## config.mk

```make
export PLATFORM = sky130hd
export DESIGN_NAME = i2c_target_port
export DESIGN_NICKNAME = d
export VERILOG_FILES = /design/src/i2c_target_pkg.sv /design/src/i2c_target_port.sv /design/src/pin_sync.sv
export SDC_FILE = /design/constraint.sdc
export NUM_CORES = 1
export LEC_CHECK = 0
export BUFFER_PORTS_ARGS = -buffer_cell sky130_fd_sc_hd__buf_2
export CORE_MARGIN = 2
export CORE_UTILIZATION = 52
export DETAILED_ROUTE_END_ITERATION = 10
export PLACE_DENSITY = 0.75
export SLEW_MARGIN = 5
export SYNTH_ARGS = -nofsm -noshare
export SYNTH_HDL_FRONTEND = slang
export SYNTH_SLANG_ARGS = --single-unit
```

## constraint.sdc

```tcl
create_clock -name clk -period 2.1 [get_ports clk]
set_input_delay 0.105 -clock clk [delete_from_list [all_inputs] [get_ports clk]]
set_output_delay 0.105 -clock clk [all_outputs]
set_load 0.02 [all_outputs]
```

## src/i2c_target_pkg.sv

```systemverilog
// constants for the two-wire target port
package i2c_target_pkg;
  localparam logic [6:0] addr_strap_high = 7'h1d;
  localparam logic [6:0] addr_strap_low = 7'h53;
  localparam int clk_rate_khz = 100000;
  localparam int scl_fast_khz = 400;
  localparam int scl_std_khz = 100;
  localparam int sync_stages = 3;
  localparam logic [3:0] bit_count_reset = 4'h0;
  localparam logic [3:0] bits_per_byte = 4'h8;
  localparam logic [7:0] reg_addr_reset = 8'h00;
  typedef enum logic [2:0] {
    st_idle = 3'b000,
    st_addr = 3'b001,
    st_addr_ack = 3'b011,
    st_wr_byte = 3'b010,
    st_wr_ack = 3'b110,
    st_rd_byte = 3'b111,
    st_rd_ack = 3'b101
  } tgt_state_t;
endpackage

```

## src/i2c_target_port.sv

```systemverilog
// two-wire target port giving register read and write access
`timescale 1ns/1ps
`default_nettype none
module i2c_target_port
  import i2c_target_pkg::*;
(
  input wire logic clk,
  input wire logic rst_n,
  input wire logic interface_select,
  input wire logic target_address_strap,
  input wire logic scl_in,
  input wire logic sda_in,
  output logic sda_out,
  output logic sda_oe_n,
  output logic [7:0] reg_addr,
  output logic [7:0] wr_data,
  output logic wr_strobe,
  output logic rd_strobe,
  input wire logic [7:0] rd_data
);
  logic scl;
  logic sda;
  logic sel;
  logic strap_seen;
  logic scl_d;
  logic sda_d;
  logic [6:0] own_addr;
  tgt_state_t state;
  logic [3:0] bit_count;
  logic [7:0] shift;
  logic [7:0] tx;
  logic first_byte;
  logic host_ack;

  pin_sync u_scl (.clk(clk), .rst_n(rst_n), .pin(scl_in), .level(scl));
  pin_sync u_sda (.clk(clk), .rst_n(rst_n), .pin(sda_in), .level(sda));
  pin_sync u_sel
  (
    .clk(clk), .rst_n(rst_n), .pin(interface_select), .level(sel)
  );
  pin_sync u_strap
  (
    .clk(clk), .rst_n(rst_n), .pin(target_address_strap),
    .level(strap_seen)
  );

  wire scl_rise = scl & ~scl_d;
  wire scl_fall = ~scl & scl_d;
  // data held high when deselected is never a start
  wire start_cond = sel & scl & scl_d & sda_d & ~sda;
  wire stop_cond = scl & scl_d & ~sda_d & sda;

  function automatic logic addr_match(input logic [6:0] a,
                                      input logic [6:0] own);
    addr_match = (a == own);
  endfunction

  always_ff @(posedge clk or negedge rst_n)
  begin
    if (!rst_n)
    begin
      scl_d <= 1'b1;
      sda_d <= 1'b1;
    end
    else
    begin
      scl_d <= scl;
      sda_d <= sda;
    end
  end

  always_ff @(posedge clk or negedge rst_n)
  begin
    if (!rst_n)
      own_addr <= addr_strap_high;
    else
      own_addr <= strap_seen ? addr_strap_high : addr_strap_low;
  end

  // target logic runs only while selected
  // sampling at 100 MHz covers both scl rates
  always_ff @(posedge clk or negedge rst_n)
  begin
    if (!rst_n)
    begin
      state <= st_idle;
      bit_count <= bit_count_reset;
      shift <= 8'h00;
      first_byte <= 1'b0;
      host_ack <= 1'b0;
    end
    else if (!sel || stop_cond)
    begin
      state <= st_idle;
      bit_count <= bit_count_reset;
    end
    else if (start_cond)
    begin
      state <= st_addr;
      bit_count <= bit_count_reset;
    end
    else
    begin
      case (state)
        st_idle:
        begin
          bit_count <= bit_count_reset;
        end
        st_addr, st_wr_byte:
        begin
          if (scl_rise)
          begin
            shift <= {shift[6:0], sda};
            bit_count <= bit_count + 4'h1;
          end
          else if (scl_fall && bit_count == bits_per_byte)
          begin
            bit_count <= bit_count_reset;
            if (state == st_addr)
            begin
              if (addr_match(shift[7:1], own_addr))
              begin
                state <= st_addr_ack;
                first_byte <= ~shift[0];
              end
              else
                state <= st_idle;
            end
            else
              state <= st_wr_ack;
          end
        end
        st_addr_ack:
        begin
          if (scl_fall)
            state <= shift[0] ? st_rd_byte : st_wr_byte;
        end
        st_wr_ack:
        begin
          if (scl_fall)
          begin
            first_byte <= 1'b0;
            state <= st_wr_byte;
          end
        end
        st_rd_byte:
        begin
          if (scl_fall)
          begin
            if (bit_count == bits_per_byte - 4'h1)
            begin
              bit_count <= bit_count_reset;
              state <= st_rd_ack;
            end
            else
              bit_count <= bit_count + 4'h1;
          end
        end
        st_rd_ack:
        begin
          if (scl_rise)
            host_ack <= ~sda;
          else if (scl_fall)
          begin
            // nack ends the read, ack sends another byte
            state <= host_ack ? st_rd_byte : st_idle;
          end
        end
        default:
        begin
          state <= st_idle;
        end
      endcase
    end
  end

  // first data byte is register address, then data
  always_ff @(posedge clk or negedge rst_n)
  begin
    if (!rst_n)
    begin
      reg_addr <= reg_addr_reset;
      wr_data <= 8'h00;
      wr_strobe <= 1'b0;
    end
    else
    begin
      wr_strobe <= 1'b0;
      if (sel && state == st_wr_byte && scl_fall
          && bit_count == bits_per_byte && !start_cond && !stop_cond)
      begin
        if (first_byte)
          reg_addr <= shift;
        else
        begin
          wr_data <= shift;
          wr_strobe <= 1'b1;
        end
      end
      else if (wr_strobe || rd_strobe)
        reg_addr <= reg_addr + 8'h01;
    end
  end

  // read byte loaded at the end of a read address ack and of each host-acked read ack
  always_ff @(posedge clk or negedge rst_n)
  begin
    if (!rst_n)
    begin
      tx <= 8'h00;
      rd_strobe <= 1'b0;
    end
    else
    begin
      rd_strobe <= 1'b0;
      if (sel && scl_fall && !start_cond && !stop_cond
          && ((state == st_addr_ack && shift[0])
          || (state == st_rd_ack && host_ack)))
      begin
        tx <= rd_data;
        rd_strobe <= 1'b1;
      end
      else if (state == st_rd_byte && scl_fall)
        tx <= {tx[6:0], 1'b1};
    end
  end

  always_ff @(posedge clk or negedge rst_n)
  begin
    if (!rst_n)
    begin
      sda_out <= 1'b1;
      sda_oe_n <= 1'b1;
    end
    else if (state == st_addr_ack || state == st_wr_ack)
    begin
      sda_out <= 1'b0;
      sda_oe_n <= 1'b0;
    end
    else if (state == st_rd_byte && !tx[7])
    begin
      sda_out <= 1'b0;
      sda_oe_n <= 1'b0;
    end
    else
    begin
      sda_out <= 1'b1;
      sda_oe_n <= 1'b1;
    end
  end
endmodule
`default_nettype wire

```

## src/pin_sync.sv

```systemverilog
// three-stage synchroniser with agreement filter for one pin
`timescale 1ns/1ps
`default_nettype none
module pin_sync
  import i2c_target_pkg::*;
(
  input wire logic clk,
  input wire logic rst_n,
  input wire logic pin,
  output logic level
);
  logic [sync_stages-1:0] stage;
  always_ff @(posedge clk or negedge rst_n)
  begin
    if (!rst_n)
      stage <= '1;
    else
      stage <= {stage[sync_stages-2:0], pin};
  end
  always_ff @(posedge clk or negedge rst_n)
  begin
    if (!rst_n)
      level <= 1'b1;
    else if (stage[1] == stage[2])
      level <= stage[2];
  end
endmodule
`default_nettype wire
```

==> results of run 1 <==
-- synthesized netlist by cell type (4+ instances only) --
cell	instances	area share [%]
a21o_1	9	2.3
a21oi_1	11	1.9
a221o_1	4	1.4
a22o_1	7	2.1
and3_1	4	0.85
buf_2	4	0.68
clkbuf_1	4	0.51
dfrtp_1	44	38
dfstp_2	20	18
inv_1	11	1.4
maj3_1	5	1.7
mux2_2	15	5.8
nand2_1	12	1.5
nand2b_1	5	1.1
nand3_1	8	1.4
nand3b_1	7	1.8
nand4_1	4	0.85
nor2_1	11	1.4
nor3_1	6	1.0
o21ai_0	12	2.0
o221a_2	4	1.5
-- stage by stage --
step	power, uW	worst slack, ps	TNS, ps	utilization [%]
4_1_cts	2390	81.8	0	64.1
6_report	2380	76.8	0	65.7
3_5_place_dp	1450	90.5	0	59.7
3_3_place_gp	1450	155	0	59.7
2_1_floorplan	1380	193	0	-
5_1_grt	2470	-17.0	-90.8	65.7
-- how the worst max path moves through the flow --
stage / endpoint / cells past startpoint
final: wr_data[2] / 7
after global routing: wr_data[2] / 7
after CTS: reg_addr[6] / 7
after detailed placement: reg_addr[6] / 7
after global placement: shift[5] / 6
after floorplan: shift[1] / 5
-- area by class of cell --
| cell class | count | share of cell area, % |
|---|---|---|
| clock inverters | 3 | 0.487 |
| inverters | 11 | 1.15 |
| repair buffers | 57 | 10.8 |
| well taps | 72 | 2.51 |
| clock buffers | 13 | 4.42 |
| multi-input cells | 167 | 35.4 |
| flip-flops and latches | 64 | 45.2 |
-- where the power goes --
group | internal [uW] | switching, uW | leakage (uW)
logic | 53.9 | 83.1 | 0.000788
clock network | 489 | 449 | 0.0000894
registers | 1280 | 22.4 | 0.000818
-- routing by layer --
layer | track usage [%] | vias to the layer above
met5 | 0 | -
met3 | 3.75 | 11
met4 | 10.3 | 0
li1 | - | 1050
met2 | 30.7 | 55
met1 | 27.7 | 1114
-- cell usage in the layout, fill, tap and decap left out, types with 5 or more instances in the layout --
master	instances
a21o_1	9
a21oi_1	10
a22o_1	7
buf_2	33
buf_4	15
clkbuf_8	11
dfrtp_1	44
dfstp_2	20
dlygate4sd3_1	6
inv_1	9
maj3_1	5
mux2_2	7
mux2_4	8
nand2_1	12
nand2b_1	5
nand3_1	8
nand3b_1	7
nor2_1	10
nor3_1	6
o21ai_0	12
-- worst max-delay path: stages, from the launching register on --
cell and delay, ps:
dfrtp_1 400, inv_2 80, ha_4 130, and3b_2 250, nand4_1 250, nor3_4 300
buf_6 190, mux2_4 320
-- kinds of logic after synthesis --
kind of cell,count (synthesis)
fa+ha+maj,8
compound gates,65
flops,64
xor+xnor,2
simple gates,76
mux,16
buf+inv,22
-- repair_timing --
| item | CTS | global route |
|---|---|---|
| setup endpoints to repair | 0 | 14 |
| hold endpoints to repair | 13 | 0 |
| setup buffers | 0 | 2 |
| resized for setup | 0 | 20 |
| hold buffers | 6 | 0 |
-- state kept, by name (all words and copies together) (netlist names) --
signal and count:
bit_count 4, first_byte 1, host_ack 1, own_addr 2, rd_strobe 1, reg_addr 8
scl_d 1, sda_d 1, sda_oe_n 1, shift 8, state 3, tx 8
u_scl.level 1, u_scl.stage 3, u_sda.level 1, u_sda.stage 3, u_sel.level 1, u_sel.stage 3
u_strap.level 1, u_strap.stage 3, wr_data 8, wr_strobe 1
==> run_results.csv, run 1 <==
group,metric,value,unit
yosys,synthSimpleGateAreaFrac,15.3,%
global_route,grt_pass1_vias,2075,
place,dpl_cell_area,0.00327,sq mm
route,vias,2230,
yosys,synth_compound_area_share,16.2,%
hold_path,worstHoldEndpoint,"tx[4]",
cells_and_area,drive_above_1_share,37.5,%
timing,hold_slack,64.1,ps
pwr,powerDensity,662,mW/mm^2
route,drt_iter0_drc,243,
floorplan,core_area,0.00547,sq mm
place,place_inst,362,
cells_and_area,fin_cells,387,
floorplan,fp-row-count,27,
timing,rsz0062_at_grt,"yes",
place,gp_congestion,0.972,
yosys,synth-edff-count,0,
worst_setup_path,required,2320,ps
worst_setup_path,start_kind,"flip-flop",
timing,fin_worst_skew,10.8,ps
cts,h-tree-depth,3,
yosys,synthXorXnorAreaFrac,0.597,%
cts,clock-sinks,64,
cells_and_area,multi_input_area,0.00127,sq mm
route,dr.pass1.iters,4,
yosys,ys_seq_area_share,55.4,%
worst_setup_path,crit_start,"bit_count[1]",
floorplan,die_y,79.1,um
yosys,synthFlopType,"dfrtp_1",
timing,post-route-period-util,96.3,%
timing,final-hold-violation-count,0,
route,ant_nets,0,
worst_setup_path,cp.arrival,2240,ps
cts,clock_path_buffers,2,
floorplan,dieArea,0.00626,sq mm
timing,layout_min_cycle_time,2020,ps
place,io_buffers,33,
yosys,netlist_area,0.00293,sq mm
timing,drv_slew,0,
worst_setup_path,r2r_setup_slack,80,ps
yosys,synth_fp_nets,270,
yosys,synth_warnings,0,
worst_setup_path,end_kind,"flip-flop",
global_route,grt_pass1_wl,9720,um
cells_and_area,finalInstanceArea,0.00359,sq mm
yosys,postSynth.asyncResetShare,100,%
yosys,yosys.area_share.adder,2.99,%
route,wirelength_met1,2810,um
cts,cts_tree,"yes",
timing,relSlewSlack,66.6,%
global_route,grt_overflow,0,
global_route,globalRouteTotalUtil,20.2,%
timing,fmax,494,MHz
cts,clk_latency,340,ps
worst_setup_path,rr_worst_depth,7,
run,drv_cap,0,
yosys,syn-instance-count,253,
route,wl_met3,269,um
yosys,synth_top_family_by_area,"compound AO/OA/AOI/OAI gates",
worst_setup_path,reg2reg_from,"bit_count[1]",
hold_path,min-delay-start,"rd_data[4]",
cts,cts-root-buf,"clkbuf_8",
route,dr.max_layer_used,"met4",
place,place_hpwl,4120,um
worst_setup_path,crit_type,"reg -> reg",
yosys,ys_types,54,
cts,clk_pin_slew,60,ps
cells_and_area,fin_nets,327,
pwr,ir_drop,561,uV
global_route,antenna_found_initial,0,
cells_and_area,area_growth_syn_to_layout,22.5,%
worst_setup_path,crit_fanout,8,
cells_and_area,regArea,0.00163,sq mm
route,drc_errors,0,
global_route,grt_max_degree,43,
timing,setup_viol,0,
worst_setup_path,reg2reg_to,"wr_data[2]",
timing,tightest_slew,501,ps
cells_and_area,n_fill_cell,440,
cells_and_area,antenna_cells,0,
floorplan,io_pins,34,
route,avgViaCountPerCell,5.76,
floorplan,die_x,79.1,um
run_status,status,"completed",
hold_path,min_path_cells,3,
yosys,muxShareOfSynthArea,6.10,%
cts,numCtsBuffers,9,
pwr,leakage,0.00170,uW
route,finalWirelength,5990,um
yosys,ys_seq_elements,64,
route,avgRoutedWirePerCell,15.5,um
floorplan,start_util,53.6,%
yosys,synth.avg_cell_area,11.6,sq um
route,wl_met2,2780,um
hold_path,hold_class,"in -> reg",
Power figures use the tool's default switching activity.
==> run 2: changes to the inputs <==
CELL_PAD_IN_SITES_DETAIL_PLACEMENT = 0   (was default)
CELL_PAD_IN_SITES_GLOBAL_PLACEMENT = 1   (was default)
CORE_UTILIZATION = 42   (was 52)
PLACE_DENSITY = default   (was 0.75)
PLACE_DENSITY_LB_ADDON = 0.1   (was default)
==> run 2 against run 1 <==
Effect of this change:
- sequential power barely moved
- cell count increased by 6.5%
- sequential cell count stayed put
- sequential share of layout area shrank 0.70 points
- non-clock buffer count up 1
- clock skew is 5.6 ps higher
- fmax up 1.3%
- clock power is 42% higher
- via count is 2.7% lower
- critical endpoint is now state[1]
- largest power group is now clock
- highest routed layer unchanged
==> run_results.csv, run 2 (same netlist as run 1, synthesis figures left out) <==
group,metric,value,unit
worst_setup_path,max_stage_delay,420,ps
global_route,grt_overflow,0,
cells_and_area,fin_cells,412,
cts,clock-sinks,64,
pwr,swShare,21.8,%
pwr,sequentialPowerShare,47.1,%
run,drv_cap,0,
cells_and_area,layout_commonest_cell,"dfrtp_1",
worst_setup_path,cp.arrival,2210,ps
cells_and_area,antenna_cells,0,
timing,fin_worst_skew,16.4,ps
global_route,grt_max_degree,65,
route,vias,2170,
pwr,p_clk_share,48.0,%
worst_setup_path,worst-path-buf-inv,1,
place,io_buffers,33,
cells_and_area,drive_above_1_share,36.7,%
cts,cts-root-buf,"clkbuf_8",
timing,final-hold-violation-count,0,
cells_and_area,n_fill_cell,634,
timing,fmax,501,MHz
cts,clk_pin_slew,70,ps
cts,clk_latency,350,ps
timing,relSlewSlack,68.5,%
place,place_inst,390,
worst_setup_path,cp_slowest_cell,"dfrtp_1",
worst_setup_path,start_kind,"flip-flop",
route,drt_iter0_drc,124,
floorplan,core_area,0.00679,sq mm
timing,post-route-period-util,95.1,%
timing,tns,0,ps
place,gp_congestion,0.814,
cts,cts_setup_buffers,0,
route,finalWirelength,6130,um
cells_and_area,regArea,0.00163,sq mm
pwr,power.switching,603,uW
cts,numCtsBuffers,9,
floorplan,die_x,87.6,um
pwr,powerDensity,758,mW/mm^2
pwr,ir_drop,272,uV
place,place_hpwl,4270,um
run_status,status,"completed",
global_route,grt_pass1_wl,10500,um
place,place_ws,107,ps
worst_setup_path,crit_type,"reg -> reg",
pwr,p_comb_share,5.0,%
floorplan,die_y,87.6,um
pwr,p_int,2170,uW
cts,clock_path_buffers,2,
cts,h-tree-depth,3,
route,avgViaCountPerCell,5.27,
global_route,antenna_found_initial,0,
timing,hold_slack,63.2,ps
cells_and_area,final_cell_mix,"dfrtp_1 (44), buf_2 (33), dfstp_2 (20)",
worst_setup_path,required,2310,ps
timing,rsz0062_at_grt,"no",
cells_and_area,area_growth_syn_to_layout,24.4,%
pwr,leakage,0.00172,uW
route,avgRoutedWirePerCell,14.9,um
timing,finalWorstSetupSlack,103,ps
worst_setup_path,path_cells,"inv_1 > ha_1 > and3b_1 > and2_1 > o221ai_1 > nand2b_1 > a221oi_1",
route,drc_errors,0,
timing,tightest_slew,472,ps
global_route,globalRouteTotalUtil,17.8,%
worst_setup_path,crit_fanout,5,
worst_setup_path,end_kind,"flip-flop",
timing,setup_viol,0,
route,ant_nets,0,
global_route,grt_pass1_vias,2103,
floorplan,fp-row-count,30,
route,dr.pass1.iters,4,
cells_and_area,multi_input_area,0.00122,sq mm
floorplan,io_pins,34,
cells_and_area,fin_nets,328,
hold_path,hold_class,"in -> reg",
floorplan,start_util,43.2,%
timing,layout_min_cycle_time,2000,ps
floorplan,dieArea,0.00767,sq mm
worst_setup_path,worst_path_dominant_cell_family,"simple AND/OR/NAND/NOR gates",
timing,drv_slew,0,
cts,cts_tree,"yes",
==> run 2: stage by stage <==
step                      instance area (sq um)  utilization (%)  total power (uW)
final                                      3650             53.7              2770
after global routing                       3650             53.7              2880
after CTS                                  3640             53.6              2810
after detailed placement                   3330             49.0              1450
after global placement                     3330             49.0              1450
after floorplan                            2930                -              1380
==> run 2: cell type report <==
| cell class | instances | share of cell area, % |
|---|---|---|
| Clock buffer | 10 | 3.77 |
| Clock inverter | 6 | 3.15 |
| Inverter | 11 | 1.13 |
| Multi-Input combinational cell | 167 | 33.3 |
| Sequential cell | 64 | 44.6 |
| Tap cell | 96 | 3.29 |
| Timing Repair Buffer | 58 | 10.8 |
==> run 2: path summary, 6_finish.rpt <==
kind | from | end | slack [ps] | cells after the start
max | bit_count[1] | state[1] | 100 | 7
min | rd_data[1] | tx[1] | 60 | 3
max reg2reg | bit_count[1] | state[1] | 100 | 7
min reg2reg | u_sda.stage[0] | u_sda.stage[1] | 360 | 0
max in group asynchronous | rst_n | own_addr[3] | 1460 | 3
min in group asynchronous | rst_n | state[0] | 320 | 3
==> run 2: repair_timing <==
action | in CTS | in global routing
resized for setup | 0 | 3
endpoints found under the hold margin | 49 | 0
endpoints found under the setup margin | 0 | 4
hold buffers | 6 | 0
==> run 2: worst reg2reg max path: cells and delay by family, from the launching register on <==
| family | cells | cell delay [ps] |
|---|---|---|
| simple gates | 3 | 670 |
| compound gates | 2 | 580 |
| flops | 1 | 420 |
| fa+ha+maj | 1 | 150 |
| buf+inv | 1 | 70 |
==> run 2: routing by layer <==
metal	wire, um	GRT usage (%)
met1	3030	25.2
met2	2840	26.7
met3	207	3.20
met4	55	8.25
met5	0	0
==> run 2: power by group through the flow <==
| stage | Sequential (uW) | Combinational, uW | Clock, uW |
|---|---|---|---|
| floorplan | 1320 | 59.5 | 0 |
| global placement | 1320 | 131 | 0 |
| detailed placement | 1330 | 130 | 0 |
| CTS | 1300 | 139 | 1360 |
| global route | 1310 | 155 | 1420 |
| finish | 1300 | 137 | 1330 |
